===== config.mk =====
export PLATFORM = sky130hd
export DESIGN_NAME = ibsc_boot_strap
export DESIGN_NICKNAME = d
export VERILOG_FILES = /design/src/design/ibsc_pkg.sv /design/src/design/ibsc_scl_gen.sv /design/src/design/ibsc_boot_strap.sv
export SDC_FILE = /design/constraint.sdc
export NUM_CORES = 1
export LEC_CHECK = 0
export BUFFER_PORTS_ARGS = -buffer_cell sky130_fd_sc_hd__buf_4
export CAP_MARGIN = 20
export CORE_UTILIZATION = 35
export CTS_CLUSTER_SIZE = 30
export DETAILED_ROUTE_END_ITERATION = 12
export GPL_TIMING_DRIVEN = 0
export HOLD_SLACK_MARGIN = 0.02
export PLACE_DENSITY = 0.56
export SLEW_MARGIN = 20
export SYNTH_ARGS = -nofsm -noshare
export SYNTH_HDL_FRONTEND = slang
export SYNTH_HIERARCHICAL = 1
export SYNTH_SLANG_ARGS = --single-unit

===== constraint.sdc =====
create_clock -name sys_clk -period 1.67 [get_ports sys_clk]
set_input_delay 0.0835 -clock sys_clk [delete_from_list [all_inputs] [get_ports sys_clk]]
set_output_delay 0.0835 -clock sys_clk [all_outputs]
set_load 0.02 [all_outputs]

===== src/design/ibsc_pkg.sv =====
// shared constants and types for the boot strap configuration block
package ibsc_pkg;
	localparam int IBSC_STABLE_CYCLES = 10;
	localparam int IBSC_SCL_MAX_KHZ = 100;
	localparam int IBSC_CLK_MHZ = 25;
	localparam int IBSC_SCL_HALF_CYCLES = (IBSC_CLK_MHZ * 1000 + 2 * IBSC_SCL_MAX_KHZ - 1) / (2 * IBSC_SCL_MAX_KHZ);
	localparam logic [4:0] IBSC_SLAVE_ADDR_HIGH_RST = 5'h1a;
	localparam logic [4:0] IBSC_EEPROM_ADDR_HIGH_RST = 5'h14;
	localparam logic [1:0] IBSC_EEPROM_LOW_DEFAULT = 2'h0;
	localparam logic [3:0] IBSC_CNT_RST = 4'h0;
	typedef struct packed {
		logic load_disable;
		logic multibyte_addr_strap;
		logic eeprom_sel;
		logic [1:0] slave_addr_low_straps;
	} ibsc_straps_t;
endpackage


===== src/design/ibsc_scl_gen.sv =====
// serial clock divider for the boot loader, bounded to the maximum bus rate
`timescale 1ns/10ps
module ibsc_scl_gen
	import ibsc_pkg::*;
#(
	parameter int HALF_CYCLES = IBSC_SCL_HALF_CYCLES
) (
	input wire logic sys_clk,
	input wire logic rst,
	input wire logic run,
	output logic scl_low,
	output logic tick
);
	logic [15:0] cnt;
	logic [15:0] next_cnt;
	logic next_scl_low;
	logic next_tick;
	always_comb begin
		next_cnt = cnt;
		next_scl_low = scl_low;
		next_tick = 1'b0;
		if (!run) begin
			next_cnt = 16'h0000;
			next_scl_low = 1'b0;
		end else if (cnt == 16'(HALF_CYCLES - 1)) begin
			next_cnt = 16'h0000;
			next_scl_low = !scl_low;
			next_tick = 1'b1;
		end else begin
			next_cnt = cnt + 16'h0001;
		end
	end
	always_ff @(posedge sys_clk) begin
		if (rst) begin
			cnt <= 16'h0000;
			scl_low <= 1'b0;
			tick <= 1'b0;
		end else begin
			cnt <= next_cnt;
			scl_low <= next_scl_low;
			tick <= next_tick;
		end
	end
	int half_len;
	always_ff @(posedge sys_clk) begin
		if (rst || !run || tick) begin
			half_len <= 0;
		end else begin
			half_len <= half_len + 1;
		end
	end
	// a tick may never come sooner than one full half period after the last one or the start
	property p_scl_half;
		@(posedge sys_clk) disable iff (rst) tick |-> half_len >= HALF_CYCLES - 1;
	endproperty
	a_scl_half: assert property (p_scl_half) else $error("serial clock half period too short");
endmodule


===== src/design/ibsc_boot_strap.sv =====
// boot strap capture, address formation and boot load sequencing
`timescale 1ns/10ps
module ibsc_boot_strap
	import ibsc_pkg::*;
#(
	parameter int STABLE_CYCLES = IBSC_STABLE_CYCLES
) (
	input wire logic sys_clk,
	input wire logic rst,
	input wire logic hardware_reset_n,
	input wire logic load_disable_strap,
	input wire logic multibyte_addr_strap,
	input wire logic eeprom_sel_strap,
	input wire logic [1:0] slave_addr_low_straps,
	input wire logic sw_slave_low_we,
	input wire logic [1:0] sw_slave_low,
	input wire logic sw_eeprom_low_we,
	input wire logic [1:0] sw_eeprom_low,
	input wire logic load_done,
	output logic straps_latched,
	output logic load_busy,
	output logic load_start,
	output logic multibyte_mode,
	output logic slave_if_enable,
	output logic [6:0] slave_addr,
	output logic [6:0] eeprom_addr,
	output logic boot_scl_low,
	output logic boot_scl_tick
);
	////////////////////////////////////////////////////////////////
	// reset: the pin acts at once, release is synchronised
	logic rst_meta_n;
	logic rst_sync_n;
	logic int_rst;
	always_ff @(posedge sys_clk or negedge hardware_reset_n) begin
		if (!hardware_reset_n) begin
			rst_meta_n <= 1'b0;
			rst_sync_n <= 1'b0;
		end else begin
			rst_meta_n <= 1'b1;
			rst_sync_n <= rst_meta_n;
		end
	end
	assign int_rst = rst || !rst_sync_n;
	////////////////////////////////////////////////////////////////
	// strap synchronisers
	ibsc_straps_t pin_meta;
	ibsc_straps_t pin_sync;
	always_ff @(posedge sys_clk) begin
		pin_meta <= '{load_disable_strap, multibyte_addr_strap, eeprom_sel_strap, slave_addr_low_straps};
		pin_sync <= pin_meta;
	end
	////////////////////////////////////////////////////////////////
	// stability window and one-time latch
	logic [3:0] win_cnt;
	logic [3:0] next_win_cnt;
	logic latched;
	logic next_latched;
	ibsc_straps_t straps;
	ibsc_straps_t next_straps;
	always_comb begin
		next_win_cnt = win_cnt;
		next_latched = latched;
		next_straps = straps;
		if (!latched) begin
			// sample late in the window so the synchroniser delay stays inside it
			if (win_cnt == 4'(STABLE_CYCLES - 1)) begin
				next_latched = 1'b1;
				next_straps = pin_sync;
			end else begin
				next_win_cnt = win_cnt + 4'h1;
			end
		end
	end
	always_ff @(posedge sys_clk) begin
		if (int_rst) begin
			win_cnt <= IBSC_CNT_RST;
			latched <= 1'b0;
			straps <= '0;
		end else begin
			win_cnt <= next_win_cnt;
			latched <= next_latched;
			straps <= next_straps;
		end
	end
	assign straps_latched = latched;
	assign multibyte_mode = straps.multibyte_addr_strap;
	assign slave_if_enable = latched;
	////////////////////////////////////////////////////////////////
	// address low bits, software overrides after latch
	logic [1:0] slave_low;
	logic [1:0] next_slave_low;
	logic [1:0] eeprom_low;
	logic [1:0] next_eeprom_low;
	always_comb begin
		next_slave_low = slave_low;
		next_eeprom_low = eeprom_low;
		if (!latched) begin
			next_slave_low = pin_sync.slave_addr_low_straps;
			next_eeprom_low = pin_sync.eeprom_sel ? pin_sync.slave_addr_low_straps
				: IBSC_EEPROM_LOW_DEFAULT;
		end else begin
			if (sw_slave_low_we) begin
				next_slave_low = sw_slave_low;
			end
			if (sw_eeprom_low_we) begin
				next_eeprom_low = sw_eeprom_low;
			end
		end
	end
	always_ff @(posedge sys_clk) begin
		if (int_rst) begin
			slave_low <= 2'h0;
			eeprom_low <= IBSC_EEPROM_LOW_DEFAULT;
		end else begin
			slave_low <= next_slave_low;
			eeprom_low <= next_eeprom_low;
		end
	end
	assign slave_addr = {IBSC_SLAVE_ADDR_HIGH_RST, slave_low};
	assign eeprom_addr = {IBSC_EEPROM_ADDR_HIGH_RST, eeprom_low};
	////////////////////////////////////////////////////////////////
	// boot load sequencing
	typedef enum logic [1:0] {IBSC_WAIT, IBSC_START, IBSC_LOAD, IBSC_DONE} ibsc_state_t;
	ibsc_state_t state;
	ibsc_state_t next_state;
	always_comb begin
		next_state = state;
		unique case (state)
			IBSC_WAIT: begin
				if (latched) begin
					next_state = straps.load_disable ? IBSC_DONE : IBSC_START;
				end
			end
			IBSC_START: begin
				next_state = IBSC_LOAD;
			end
			IBSC_LOAD: begin
				if (load_done) begin
					next_state = IBSC_DONE;
				end
			end
			IBSC_DONE: begin
				next_state = IBSC_DONE;
			end
		endcase
	end
	always_ff @(posedge sys_clk) begin
		if (int_rst) begin
			state <= IBSC_WAIT;
		end else begin
			state <= next_state;
		end
	end
	assign load_start = (state == IBSC_START);
	assign load_busy = (state == IBSC_START) || (state == IBSC_LOAD);
	ibsc_scl_gen u_scl (
		.sys_clk(sys_clk),
		.rst(int_rst),
		.run(state == IBSC_LOAD),
		.scl_low(boot_scl_low),
		.tick(boot_scl_tick)
	);
	////////////////////////////////////////////////////////////////
	// checks
	property p_latch_time;
		@(posedge sys_clk) disable iff (int_rst) $rose(latched) |-> win_cnt == 4'(STABLE_CYCLES - 1);
	endproperty
	a_latch_time: assert property (p_latch_time) else $error("straps latched at wrong time");
	property p_straps_hold;
		@(posedge sys_clk) disable iff (int_rst) latched |=> $stable(straps);
	endproperty
	a_straps_hold: assert property (p_straps_hold) else $error("latched straps changed");
	property p_skip_load;
		@(posedge sys_clk) disable iff (int_rst) $rose(latched) && straps.load_disable |-> ##1 !load_busy [*4];
	endproperty
	a_skip_load: assert property (p_skip_load) else $error("load ran while disabled");
	property p_do_load;
		@(posedge sys_clk) disable iff (int_rst) $rose(latched) && !straps.load_disable |-> ##1 load_start;
	endproperty
	a_do_load: assert property (p_do_load) else $error("load did not start");
	property p_start_after_latch;
		@(posedge sys_clk) disable iff (int_rst) load_start |-> latched && !straps.load_disable;
	endproperty
	a_start_after_latch: assert property (p_start_after_latch) else $error("load started early");
	property p_eeprom_default;
		@(posedge sys_clk) disable iff (int_rst) $rose(latched) && !straps.eeprom_sel |-> eeprom_low == 2'h0;
	endproperty
	a_eeprom_default: assert property (p_eeprom_default) else $error("eeprom low bits not zero");
	property p_eeprom_sel;
		@(posedge sys_clk) disable iff (int_rst) $rose(latched) && straps.eeprom_sel
			|-> eeprom_low == straps.slave_addr_low_straps;
	endproperty
	a_eeprom_sel: assert property (p_eeprom_sel) else $error("eeprom low bits not from straps");
	property p_slave_from_pins;
		@(posedge sys_clk) disable iff (int_rst) $rose(latched) |-> slave_low == straps.slave_addr_low_straps;
	endproperty
	a_slave_from_pins: assert property (p_slave_from_pins) else $error("slave low bits not from straps");
	property p_sw_slave;
		@(posedge sys_clk) disable iff (int_rst) latched && sw_slave_low_we |=> slave_addr[1:0] == $past(sw_slave_low);
	endproperty
	a_sw_slave: assert property (p_sw_slave) else $error("slave override lost");
	property p_sw_eeprom;
		@(posedge sys_clk) disable iff (int_rst) latched && sw_eeprom_low_we |=> eeprom_addr[1:0] == $past(sw_eeprom_low);
	endproperty
	a_sw_eeprom: assert property (p_sw_eeprom) else $error("eeprom override lost");
	// the mode must be the synchronised pin value taken at the latch edge
	property p_mode;
		@(posedge sys_clk) disable iff (int_rst) $rose(latched) |-> multibyte_mode == $past(pin_sync.multibyte_addr_strap);
	endproperty
	a_mode: assert property (p_mode) else $error("addressing mode mismatch");
	property p_slave_on;
		@(posedge sys_clk) disable iff (int_rst) latched |-> slave_if_enable;
	endproperty
	a_slave_on: assert property (p_slave_on) else $error("slave access blocked");
	c_load: cover property (@(posedge sys_clk) disable iff (int_rst) load_start ##[1:1000] load_done);
	c_skip: cover property (@(posedge sys_clk) disable iff (int_rst) $rose(latched) && straps.load_disable);
	c_sw: cover property (@(posedge sys_clk) disable iff (int_rst) latched && sw_eeprom_low_we);
endmodule


# Yosys cells after proc, flatten, opt, wreduce, memory -nomap -nowiden
# Cells that the tools add are included.
# classes
n_eq_ne,9
mux,12
n_addsub,2
bitwise,3
n_reduce_logical,10
# ops
operator,count
"16-bit by 1-bit adder with 16-bit output, second input constant",1
"16-bit by 7-bit == test with 1-bit output, second input constant",1
2-bit two-way mux,8
"2-bit inequality test, second input constant",4
2-bit one-hot mux with 4 select lines,1
2-bit AND reduction,3
"4-bit by 1-bit adder with 4-bit output, second input constant",1
"2-bit == test, second input constant",2
"4-bit == test, second input constant",1
1-bit two-way mux,3
1-bit inverter,3
3-bit OR reduction,1
"2-bit by 1-bit == test with 1-bit output, second input constant",1
1-bit logical NOT,2
2-bit logical NOT,1
1-bit logical OR,2
2-bit OR reduction,1
# word_totals
input_bits,15
ff_bits,43
out_inout_bits,21
wordCells,56

# Depth between registers and ports, before layout
# Gate-level depths: netlist of the first run.
# depth
word_depth,3
ltp_mapped,8
ltp_nobuf,6

# Cells and area by module
# The synthesis of the first run kept the hierarchy.
# modules_own_cells
module,cells_per_inst,area_each_um2,n_inst,seq_area_each_um2
ibsc_boot_strap,91,992.2,1,510.5
ibsc_scl_gen,89,803.3,1,360.3

# Worst setup path before layout of the first run
# Ideal clock, no wire load.
# synth_path
kind,reg2reg
startpoint,register u_scl.cnt[11]
endpoint,register u_scl.cnt[13]
n_path_buf,2
t_arrival_ps,1729
t_required_ps,1555
setup_slack_ps,-174
setup_ps,115
period_less_slack_ps,1844
path_stages_with_launch,7
path_cell_list,dfxtp_1 -> or4b_1 -> or4_4 -> nand2b_2 -> buf_6 -> buf_12 -> nor2_1
# synth_via
elab_chain_cells,2
word_cells_on_any_way,3
cone_classes,add/sub: 1; eq/ne: 1; reduce/logical: 1
# synth_lines
element,line_no,source
start: declaration,ibsc_scl_gen.sv:14,logic [15:0] cnt;
start signal: assignment,ibsc_scl_gen.sv:39,cnt <= next_cnt;
"parallel branches: the longest is 2 deep, another holds 16-bit by 1-bit adder with 16-bit output",-,
# Parallel ways; which one is timed is not known.
# A chain may end at the register's enable or synchronous reset.

# Worst setup path after layout of the first run
# layout_path
startpoint,register u_scl.cnt[12]
endpoint,register u_scl.scl_low
# layout_via
elab_chain_cells,1
# layout_lines
element,line_no,source
16-bit by 7-bit == test with 1-bit output,ibsc_scl_gen.sv:25,end else if (cnt == 16'(HALF_CYCLES - 1)) begin
end signal: assignment,ibsc_scl_gen.sv:40,scl_low <= next_scl_low;
end: declaration,ibsc_scl_gen.sv:11,"output logic scl_low,"
# No other way between the ends.

==> results of run 1 <==
[routing by layer]
metal / vias up / part of all wire / GRT usage
li1: 685 / - / -
met1: 568 / 0.46 / 0.140
met2: 30 / 0.48 / 0.192
met3: 6 / 0.047 / 0.0425
met4: 0 / 0.012 / 0.0491
met5: - / 0 / 0
[final cells by class]
class / count / share of cell area
Multi-Input combinational cell: 123 / 0.350
Sequential cell: 43 / 0.374
Buffer: 14 / 0.0513
Inverter: 8 / 0.0127
Tap cell: 67 / 0.0355
Clock buffer: 5 / 0.0291
Timing Repair Buffer: 39 / 0.137
Clock inverter: 3 / 0.0106
[worst max-delay path: stages (launching register included)]
cell and delay (ns):
sky130_fd_sc_hd__dfxtp_4 0.36, sky130_fd_sc_hd__or4_4 0.52, sky130_fd_sc_hd__or4_4 0.56, sky130_fd_sc_hd__buf_6 0.14, sky130_fd_sc_hd__xor2_1 0.12, sky130_fd_sc_hd__nor2_1 0.05
[where the power goes]
group	leakage [nW]	switching, W	total [W]	internal (W)
logic	0.521	0.0000480	0.000111	0.0000633
clock network	0.0443	0.000361	0.000660	0.000299
registers	0.362	0.00000822	0.00105	0.00104
[flip-flops by register name (all words and copies together), names as in the netlist, 2 cells and up]
signal,flops
state,2
win_cnt,4
u_scl/cnt,16
pin_meta,5
slave_low,2
pin_sync,5
eeprom_low,2
[Yosys cell counts]
cell type	number
sky130_fd_sc_hd__and4b_1	1
sky130_fd_sc_hd__ha_1	8
sky130_fd_sc_hd__dfrtp_1	2
sky130_fd_sc_hd__buf_12	1
sky130_fd_sc_hd__or4_1	1
sky130_fd_sc_hd__or3b_2	1
sky130_fd_sc_hd__nor2_1	30
sky130_fd_sc_hd__mux2_1	1
sky130_fd_sc_hd__nand2_1	6
sky130_fd_sc_hd__nand4b_1	1
sky130_fd_sc_hd__nand4_1	3
sky130_fd_sc_hd__or4b_1	1
sky130_fd_sc_hd__dfxtp_1	41
sky130_fd_sc_hd__nand2b_2	1
sky130_fd_sc_hd__nand2b_1	4
sky130_fd_sc_hd__o21ai_0	1
sky130_fd_sc_hd__and3b_1	1
sky130_fd_sc_hd__nor2b_1	1
sky130_fd_sc_hd__xnor2_1	13
sky130_fd_sc_hd__nor3_1	5
sky130_fd_sc_hd__a21oi_1	5
sky130_fd_sc_hd__mux2i_1	4
sky130_fd_sc_hd__mux2_2	2
sky130_fd_sc_hd__nor4_1	5
sky130_fd_sc_hd__and4bb_4	1
sky130_fd_sc_hd__a211oi_1	2
sky130_fd_sc_hd__xor2_1	4
sky130_fd_sc_hd__inv_1	8
sky130_fd_sc_hd__conb_1	2
sky130_fd_sc_hd__a311oi_1	1
sky130_fd_sc_hd__or4_4	1
sky130_fd_sc_hd__nand3_1	5
sky130_fd_sc_hd__buf_6	2
sky130_fd_sc_hd__buf_4	12
sky130_fd_sc_hd__or3_1	1
sky130_fd_sc_hd__nand3b_1	2
[cells by family (layout without fill, tap and decap cells)]
family | count (synthesis) | after routing | synth area share
flops | 43 | 43 | 0.485
xor+xnor | 17 | 17 | 0.0829
simple gates | 71 | 71 | 0.210
buf+inv | 23 | 69 | 0.0906
fa+ha+maj | 8 | 8 | 0.0558
other cells | 2 | 11 | 0.00418
compound gates | 9 | 9 | 0.0300
mux | 7 | 7 | 0.0411
[what timing repair did]
item,in CTS,in global routing
pin swaps,7,4
hold endpoints to repair,7,0
buffers inserted,5,3
hold buffers,6,0
gates resized for setup,9,7
setup endpoints to repair,17,18
[through the flow]
step                      power [W]  instance area [um^2]
after floorplan             0.00114                  1840
after global placement      0.00118                  2110
after detailed placement    0.00118                  2110
after CTS                   0.00185                  2320
after global routing        0.00191                  2360
final                       0.00182                  2360
[path summary, 6_finish.rpt]
check	from	to	slack [ns]
setup / recovery	u_scl/cnt[12]$_SDFF_PP0_	u_scl/scl_low$_SDFFE_PP0N_	-0.19
hold / removal	hardware_reset_n	rst_sync_n$_DFF_PN0_	0.12
setup reg to reg	u_scl/cnt[12]$_SDFF_PP0_	u_scl/scl_low$_SDFFE_PP0N_	-0.19
hold reg to reg	pin_meta[4]$_DFF_P_	pin_sync[4]$_DFF_P_	0.33
max in group asynchronous	hardware_reset_n	rst_meta_n$_DFF_PN0_	1.47
min in group sys_clk	sw_slave_low[0]	slave_low[0]$_SDFFE_PP0P_	0.14
==> results.md, run 1 <==
• **total I/O pin count** 36
• **portion of the clock cycle consumed by the worst path in the final layout** 1.11
• **library cell used as clock root buffer** sky130_fd_sc_hd__clkbuf_8
• **largest voltage drop on the vdd net** 0.481 mV
• **Hold Vio Cnt, Final** 0
• **CP endpoint kind** flop
• **footprint of the multi-input gates** 827 um^2
• **residual antenna-violating net count after detailed routing** 0
• **count of routing violations after the opening detailed-route iteration** 27
• **final total negative setup slack** -2.93 ns
• **sum of routed wire length over all layers** 2960 um
• **core box area** 0.00482 mm^2
• **routability-driven placement congestion ratio** 0.709
• **Synth Warn #** 6
• **top post-synthesis cells by area** sky130_fd_sc_hd__dfxtp_1 46%, sky130_fd_sc_hd__xnor2_1 6.3%, sky130_fd_sc_hd__nor2_1 6.3%, sky130_fd_sc_hd__ha_1 5.6%, sky130_fd_sc_hd__buf_4 5.0%
• **sequential cell area in the final layout** 883 um^2
• **setup violation total in the final timing report** 18
• **flops & latches, synth** 43
• **pin count of the biggest net entering global routing** 16
• **clock tree from TritonCTS** done
• **die boundary height** 73.6 um
• **initial antenna violation count** 0
• **Clk Latency, worst-skew pair** 0.29 ns
• **Initial Util** 0.373
• **post-placement setup slack** -0.267 ns
• **die footprint** 0.00542 mm^2
• **smallest hold slack** 0.116 ns
• **critical path arrival** 2.04 ns
• **depth of the CTS H-tree** 2
• **power density cells** 771 mW/mm^2
• **wire length of the first global-routing pass** 4800 um
• **max-capacitance violation count** 0
• **setup repair after global routing missed its margin** yes
• **Rows** 25
• **number of cells traversed by the worst register-to-register path** 5
• **most frequent cells in the layout** 43 x sky130_fd_sc_hd__buf_4, 35 x sky130_fd_sc_hd__dfxtp_1, 24 x sky130_fd_sc_hd__nor2_1, 13 x sky130_fd_sc_hd__xnor2_1, 11 x sky130_fd_sc_hd__conb_1
• **number of placed cells counting well taps** 281
• **Seq/Total Area, Yosys** 0.485
• **synthesis-to-finish area growth** 31.6%
• **Final #Nets** 257
• **Reg clk slew, reported paths** 0.09 ns
• **number of max-slew violations in the final report** 0
• **count of unique library cells instantiated by Yosys** 36
• **data required time of the critical path** 1.85 ns
• **via count** 1289
• **shortest clock period the worst path allows after layout** 1.86 ns
• **Tightest Hold Check Type** primary input to async pin
• **count of mapped cells out of synthesis** 180
• **HPWL after detailed placement** 2050 um
• **maximum fanout count along the critical path** 4
• **number of global-route vias before repair** 1104
• **most frequent standard cell in the layout excluding fill and tap cells** sky130_fd_sc_hd__buf_4
• **width of the die** 73.6 um
• **run status** finished, violations left
• **number of filler instances in the final layout** 476
• **violated checks** setup timing
• **share of final-layout standard cells stronger than drive strength 1** 0.315
• **Port Buffers** 25
• **clk buf depth** 2
• **achievable frequency** 538 MHz
• **leakage component of the power** 0.927 nW
• **setup skew after layout** 0.00721 ns
• **antenna diode count** 0
• **Post-Synthesis Cell Area** 0.00180 mm^2
• **detailed-routing iteration count for the pre-antenna-repair pass** 4
• **post-detailed-route wirelength per cell** 9.81 um
• **total global routing track utilization** 0.118
• **utilization after layout** 0.491
• **most area-hungry cell type in the Yosys netlist** sky130_fd_sc_hd__dfxtp_1
• **post-route worst setup slack** -0.190 ns
• **Num CTS Buffers** 5
• **path type of the worst setup path** flop to flop
• **CP startpoint kind** flop
• **final std cells w/o fill** 302
• **# clock sinks** 43
• **post-detailed-route via-to-cell ratio** 4.27
• **DRC violations left** 0
• **total grt overflow** 0
• **top-area cell type share of the netlist area** 0.457
• **syn avg cell area** 9.97 um^2
(Power assumes the default switching activity.)
==> inputs of run 2 (changes only) <==
--- a/config.mk
+++ b/config.mk
@@ -12,6 +12,7 @@
 export DETAILED_ROUTE_END_ITERATION = 12
 export GPL_TIMING_DRIVEN = 0
 export HOLD_SLACK_MARGIN = 0.02
+export MAX_ROUTING_LAYER = met4
 export PLACE_DENSITY = 0.56
 export SLEW_MARGIN = 20
 export SYNTH_ARGS = -nofsm -noshare
==> results.md, run 2 (synthesis results as in run 1) <==
• **Hold Vio Cnt, Final** 0, unchanged
• **path type of the worst setup path** flop to flop, unchanged
• **total global routing track utilization** 0.121, was 0.118
• **wire length of the first global-routing pass** 4780 um, was 4800 um
• **most frequent standard cell in the layout excluding fill and tap cells** sky130_fd_sc_hd__buf_4, unchanged
• **portion of the clock cycle consumed by the worst path in the final layout** 1.12, was 1.11
• **depth of the CTS H-tree** 2, unchanged
• **routability-driven placement congestion ratio** 0.718, was 0.709
• **data required time of the critical path** 1.85 ns, about the same
• **shortest clock period the worst path allows after layout** 1.86 ns, about the same
• **Tightest Hold Check Type** primary input to async pin, unchanged
• **power density cells** 770 mW/mm^2, was 771 mW/mm^2
• **sum of routed wire length over all layers** 2960 um, about the same
• **die boundary height** 73.6 um, unchanged
• **share of final-layout standard cells stronger than drive strength 1** 0.315, unchanged
• **CP endpoint kind** flop, unchanged
• **count of routing violations after the opening detailed-route iteration** 29, was 27
• **setup repair after global routing missed its margin** yes, unchanged
• **post-placement setup slack** -0.267 ns, unchanged
• **total grt overflow** 0, unchanged
• **largest voltage drop on the vdd net** 0.480 mV, was 0.481 mV
• **post-route worst setup slack** -0.194 ns, was -0.190 ns
• **largest register by flop count** u_scl/cnt, unchanged
• **setup skew after layout** 0.00936 ns, was 0.00721 ns
• **residual antenna-violating net count after detailed routing** 0, unchanged
• **synthesis-to-finish area growth** 31.6%, unchanged
• **number of global-route vias before repair** 1109, was 1104
• **HPWL after detailed placement** 2050 um, unchanged
• **violated checks** setup timing, unchanged
• **critical path arrival** 2.04 ns, about the same
• **core box area** 0.00482 mm^2, unchanged
• **via count** 1286, was 1289
• **library cell used as clock root buffer** sky130_fd_sc_hd__clkbuf_8, unchanged
• **Total Power Consumption** 0.00182 W, about the same
• **DRC violations left** 0, unchanged
• **Clk Latency, worst-skew pair** 0.29 ns, about the same
• **Num CTS Buffers** 5, unchanged
• **clk buf depth** 2, unchanged
• **antenna diode count** 0, unchanged
• **CP startpoint kind** flop, unchanged
• **post-detailed-route via-to-cell ratio** 4.26, was 4.27
• **post-detailed-route wirelength per cell** 9.81 um, about the same
• **leakage component of the power** 0.927 nW, unchanged
• **# clock sinks** 43, unchanged
• **clock tree from TritonCTS** done, unchanged
• **number of flip-flops under the largest register name** 16, unchanged
• **largest registers** u_scl/cnt x16, pin_meta x5, pin_sync x5, unchanged
• **maximum fanout count along the critical path** 4, unchanged
• **detailed-routing iteration count for the pre-antenna-repair pass** 4, unchanged
• **number of max-slew violations in the final report** 0, unchanged
• **die footprint** 0.00542 mm^2, unchanged
• **number of filler instances in the final layout** 476, unchanged
• **Port Buffers** 25, unchanged
• **Reg clk slew, reported paths** 0.09 ns, about the same
• **Final #Nets** 257, unchanged
• **width of the die** 73.6 um, unchanged
• **max-capacitance violation count** 0, unchanged
• **Rows** 25, unchanged
• **setup violation total in the final timing report** 18, unchanged
• **run status** finished, violations left, unchanged
• **initial antenna violation count** 0, unchanged
• **final total negative setup slack** -2.98 ns, was -2.93 ns
• **pin count of the biggest net entering global routing** 16, unchanged
• **achievable frequency** 537 MHz, was 538 MHz
• **smallest hold slack** 0.120 ns, was 0.116 ns
• **most frequent cells in the layout** 43 x sky130_fd_sc_hd__buf_4, 35 x sky130_fd_sc_hd__dfxtp_1, 24 x sky130_fd_sc_hd__nor2_1, 13 x sky130_fd_sc_hd__xnor2_1, 11 x sky130_fd_sc_hd__conb_1, unchanged
• **Initial Util** 0.373, unchanged
• **utilization after layout** 0.491, unchanged
• **total I/O pin count** 36, unchanged
-- run 2: cell counts in the layout (fill, tap and decap cells not counted) --
No cell type changed its count.
-- run 2: per-layer routing --
| metal | GRT usage | vias to the layer above | wire [um] | share of wire |
|---|---|---|---|---|
| met5 | - | - | 0 | 0 |
| met4 | 0.0556 | 0 | 17 | 0.0057 |
| met3 | 0.0384 | 2 | 96 | 0.032 |
| met2 | 0.192 | 20 | 1460 | 0.49 |
| met1 | 0.140 | 579 | 1390 | 0.47 |
| li1 | - | 685 | - | - |
-- run 2: path summary, 6_finish.rpt --
kind,startpoint,endpoint,slack [ns],cells after the start
min in group sys_clk,sw_slave_low[0],slave_low[0]$_SDFFE_PP0P_,0.15,3
worst max register to register,u_scl/cnt[12]$_SDFF_PP0_,u_scl/scl_low$_SDFFE_PP0N_,-0.19,5
worst min register to register,pin_meta[4]$_DFF_P_,pin_sync[4]$_DFF_P_,0.33,0
worst min-delay path,hardware_reset_n,rst_sync_n$_DFF_PN0_,0.12,2
worst max-delay path,u_scl/cnt[12]$_SDFF_PP0_,u_scl/scl_low$_SDFFE_PP0N_,-0.19,5
max in group asynchronous,hardware_reset_n,rst_meta_n$_DFF_PN0_,1.47,2
-- run 2: per-stage QoR --
step	instances	cell area, um^2
CTS	299	2320
floorplan	189	1840
detailed placement	281	2110
global route	302	2360
global placement	281	2110
finish	302	2360
-- run 2: where the power goes --
group	internal (W)	total, W	switching [W]
Clock	0.000299	0.000657	0.000359
Sequential	0.00104	0.00105	0.00000820
Combinational	0.0000633	0.000111	0.0000480
Total	0.00140	0.00182	0.000415
-- run 2: layout make-up --
cell class	count	area, um^2	area share
flip-flops and latches	43	883	0.374
repair buffers	39	324	0.137
clock buffers	5	68.8	0.0291
plain buffers	14	121	0.0513
clock inverters	3	25.0	0.0106
inverters	8	30.0	0.0127
multi-input cells	123	827	0.350
well taps	67	83.8	0.0355
-- run 2: critical path, cell delays in order, from the launching register on --
cell	delay, ns
sky130_fd_sc_hd__dfxtp_4	0.36
sky130_fd_sc_hd__or4_4	0.52
sky130_fd_sc_hd__or4_4	0.56
sky130_fd_sc_hd__buf_6	0.14
sky130_fd_sc_hd__xor2_1	0.12
sky130_fd_sc_hd__nor2_1	0.05
-- run 2: timing repair --
action                     in CTS  in global routing
setup endpoints to repair      17                 18
pin swaps                       7                  4
hold buffers                    6                  0
setup buffers                   5                  3
resized for setup               9                  7
hold endpoints to repair        7                  0
==> inputs of run 3 (changes only) <==
--- a/config.mk
+++ b/config.mk
@@ -8,6 +8,7 @@
 export BUFFER_PORTS_ARGS = -buffer_cell sky130_fd_sc_hd__buf_4
 export CAP_MARGIN = 20
 export CORE_UTILIZATION = 35
+export CTS_BUF_LIST = sky130_fd_sc_hd__clkbuf_16
 export CTS_CLUSTER_SIZE = 30
 export DETAILED_ROUTE_END_ITERATION = 12
 export GPL_TIMING_DRIVEN = 0
==> results.md, run 3 (synthesis results as in run 1) <==
• **CP startpoint kind** flop, unchanged
• **Clk Latency, worst-skew pair** 0.28 ns, was 0.29 ns
• **routability-driven placement congestion ratio** 0.718, unchanged
• **Sw Share** 0.211, was 0.228
• **core box area** 0.00482 mm^2, unchanged
• **worst reg2reg path startpoint** u_scl/cnt[12]$_SDFF_PP0_, unchanged
• **post-detailed-route via-to-cell ratio** 4.24, was 4.26
• **wire length of the first global-routing pass** 4830 um, was 4780 um
• **post-detailed-route wirelength per cell** 9.75 um, was 9.81 um
• **width of the die** 73.6 um, unchanged
• **sum of routed wire length over all layers** 2950 um, was 2960 um
• **detailed-routing iteration count for the pre-antenna-repair pass** 4, unchanged
• **fraction of power consumed by sequential logic** 0.498, was 0.578
• **switching power of the nets** 0.000446 W, was 0.000415 W
• **violated checks** setup timing, unchanged
• **most frequent standard cell in the layout excluding fill and tap cells** sky130_fd_sc_hd__buf_4, unchanged
• **setup repair after global routing missed its margin** yes, unchanged
• **final total negative setup slack** -2.81 ns, was -2.98 ns
• **max-capacitance violation count** 0, unchanged
• **Final #Nets** 257, unchanged
• **share of final-layout standard cells stronger than drive strength 1** 0.315, unchanged
• **data required time of the critical path** 1.84 ns, was 1.85 ns
• **DRC violations left** 0, unchanged
• **number of max-slew violations in the final report** 0, unchanged
• **power density cells** 869 mW/mm^2, was 770 mW/mm^2
• **path type of the worst setup path** flop to flop, unchanged
• **most frequent cells in the layout** 43 x sky130_fd_sc_hd__buf_4, 35 x sky130_fd_sc_hd__dfxtp_1, 24 x sky130_fd_sc_hd__nor2_1, 13 x sky130_fd_sc_hd__xnor2_1, 11 x sky130_fd_sc_hd__conb_1, unchanged
• **post-placement setup slack** -0.267 ns, unchanged
• **maximum fanout count along the critical path** 4, unchanged
• **CP endpoint kind** flop, unchanged
• **depth of the CTS H-tree** 2, unchanged
• **number of global-route vias before repair** 1108, was 1109
• **achievable frequency** 540 MHz, was 537 MHz
• **total I/O pin count** 36, unchanged
• **die footprint** 0.00542 mm^2, unchanged
• **pin count of the biggest net entering global routing** 16, unchanged
• **largest registers** u_scl/cnt x16, pin_meta x5, pin_sync x5, unchanged
• **Clock power frac** 0.449, was 0.361
• **internal power** 0.00167 W, was 0.00140 W
• **largest register by flop count** u_scl/cnt, unchanged
• **final non-filler cell area** 0.00243 mm^2, was 0.00236 mm^2
• **count of routing violations after the opening detailed-route iteration** 31, was 29
• **Num CTS Buffers** 5, unchanged
• **initial antenna violation count** 0, unchanged
• **via count** 1279, was 1286
• **Rows** 25, unchanged
• **Tightest Hold Check Type** primary input to async pin, unchanged
• **library cell used as clock root buffer** sky130_fd_sc_hd__clkbuf_16, was sky130_fd_sc_hd__clkbuf_8
• **die boundary height** 73.6 um, unchanged
• **Reg clk slew, reported paths** 0.06 ns, was 0.09 ns
• **Hold Vio Cnt, Final** 0, unchanged
• **setup skew after layout** 0.00453 ns, was 0.00936 ns
• **worst reg2reg setup slack** -0.18 ns, was -0.19 ns
• **synthesis-to-finish area growth** 35.3%, was 31.6%
• **critical path arrival** 2.02 ns, was 2.04 ns
• **number of flip-flops under the largest register name** 16, unchanged
• **residual antenna-violating net count after detailed routing** 0, unchanged
• **post-route worst setup slack** -0.181 ns, was -0.194 ns
• **Port Buffers** 25, unchanged
• **area post-placement** 0.00211 mm^2, unchanged
• **total grt overflow** 0, unchanged
• **setup violation total in the final timing report** 18, unchanged
• **Worst R2R End** u_scl/scl_low$_SDFFE_PP0N_, unchanged
• **smallest hold slack** 0.133 ns, was 0.120 ns
• **total global routing track utilization** 0.121, about the same
• **combinational cell fraction of total power** 0.053, was 0.061
• **clk buf depth** 2, unchanged
• **HPWL after detailed placement** 2050 um, unchanged
• **Initial Util** 0.373, unchanged
• **clock tree from TritonCTS** done, unchanged
• **run status** finished, violations left, unchanged
• **shortest clock period the worst path allows after layout** 1.85 ns, was 1.86 ns
• **number of cells traversed by the worst register-to-register path** 5, unchanged
• **utilization after layout** 0.504, was 0.491
• **largest voltage drop on the vdd net** 0.527 mV, was 0.480 mV
• **# clock sinks** 43, unchanged
• **leakage component of the power** 0.953 nW, was 0.927 nW
• **portion of the clock cycle consumed by the worst path in the final layout** 1.11, was 1.12
• **antenna diode count** 0, unchanged
[run 3: cell count changes in the layout (fill, tap and decap cells not counted)]
cell                        change
sky130_fd_sc_hd__nor2_4         +2
sky130_fd_sc_hd__nor2_2         -2
sky130_fd_sc_hd__clkbuf_8       -5
sky130_fd_sc_hd__clkbuf_16      +5
[run 3: power by group through the flow]
stage / clock network (W) / logic, W / registers, W
6_report: 0.000948 / 0.000111 / 0.00105
3_3_place_gp: 0 / 0.0000995 / 0.00108
5_1_grt: 0.00102 / 0.000121 / 0.00105
3_5_place_dp: 0 / 0.000100 / 0.00108
2_1_floorplan: 0 / 0.0000608 / 0.00108
4_1_cts: 0.000972 / 0.000111 / 0.00105
[run 3: metrics by stage]
stage,power (W),cells
after global placement,0.00118,281
final,0.00211,302
after detailed placement,0.00118,281
after CTS,0.00214,299
after global routing,0.00219,302
after floorplan,0.00114,189
[run 3: layer usage]
metal / routed length [um] / GRT usage / vias to the layer above
met1: 1380 / 0.144 / 571
met2: 1430 / 0.195 / 19
met4: 27 / 0.0449 / 0
met5: 0 / - / -
met3: 104 / 0.0329 / 4
li1: - / - / 685
[run 3: how the worst max path moves through the flow]
stage,startpoint,endpoint,slack (ns),cells past startpoint
final,u_scl/cnt[12]$_SDFF_PP0_,u_scl/scl_low$_SDFFE_PP0N_,-0.18,5
after floorplan,u_scl/cnt[7]$_SDFF_PP0_,u_scl/cnt[11]$_SDFF_PP0_,-0.17,6
after global routing,u_scl/cnt[12]$_SDFF_PP0_,u_scl/scl_low$_SDFFE_PP0N_,-0.22,5
after global placement,u_scl/cnt[12]$_SDFF_PP0_,u_scl/cnt[7]$_SDFF_PP0_,-0.27,6
after CTS,u_scl/cnt[7]$_SDFF_PP0_,u_scl/scl_low$_SDFFE_PP0N_,-0.17,5
after detailed placement,u_scl/cnt[12]$_SDFF_PP0_,u_scl/cnt[11]$_SDFF_PP0_,-0.27,6
[run 3: timing repair]
item / CTS / global route
hold buffers: 6 / 0
pin swaps: 6 / 6
gates resized for setup: 10 / 8
hold endpoints to repair: 7 / 0
setup buffers: 5 / 3
endpoints found under the setup margin: 17 / 18
[run 3: final cells by class]
class / count / area (um^2)
fillers: 462 / 2390
inverters: 8 / 30.0
multi-input cells: 123 / 837
clock buffers: 5 / 125
flip-flops and latches: 43 / 883
repair buffers: 39 / 324
well taps: 67 / 83.8
clock inverters: 3 / 25.0
plain buffers: 14 / 121
[run 3: critical path: stages, from the launching register on]
cell and delay [ns]:
sky130_fd_sc_hd__dfxtp_4 0.35, sky130_fd_sc_hd__or4_4 0.52, sky130_fd_sc_hd__or4_4 0.56, sky130_fd_sc_hd__buf_6 0.14
sky130_fd_sc_hd__xor2_1 0.12, sky130_fd_sc_hd__nor2_1 0.05
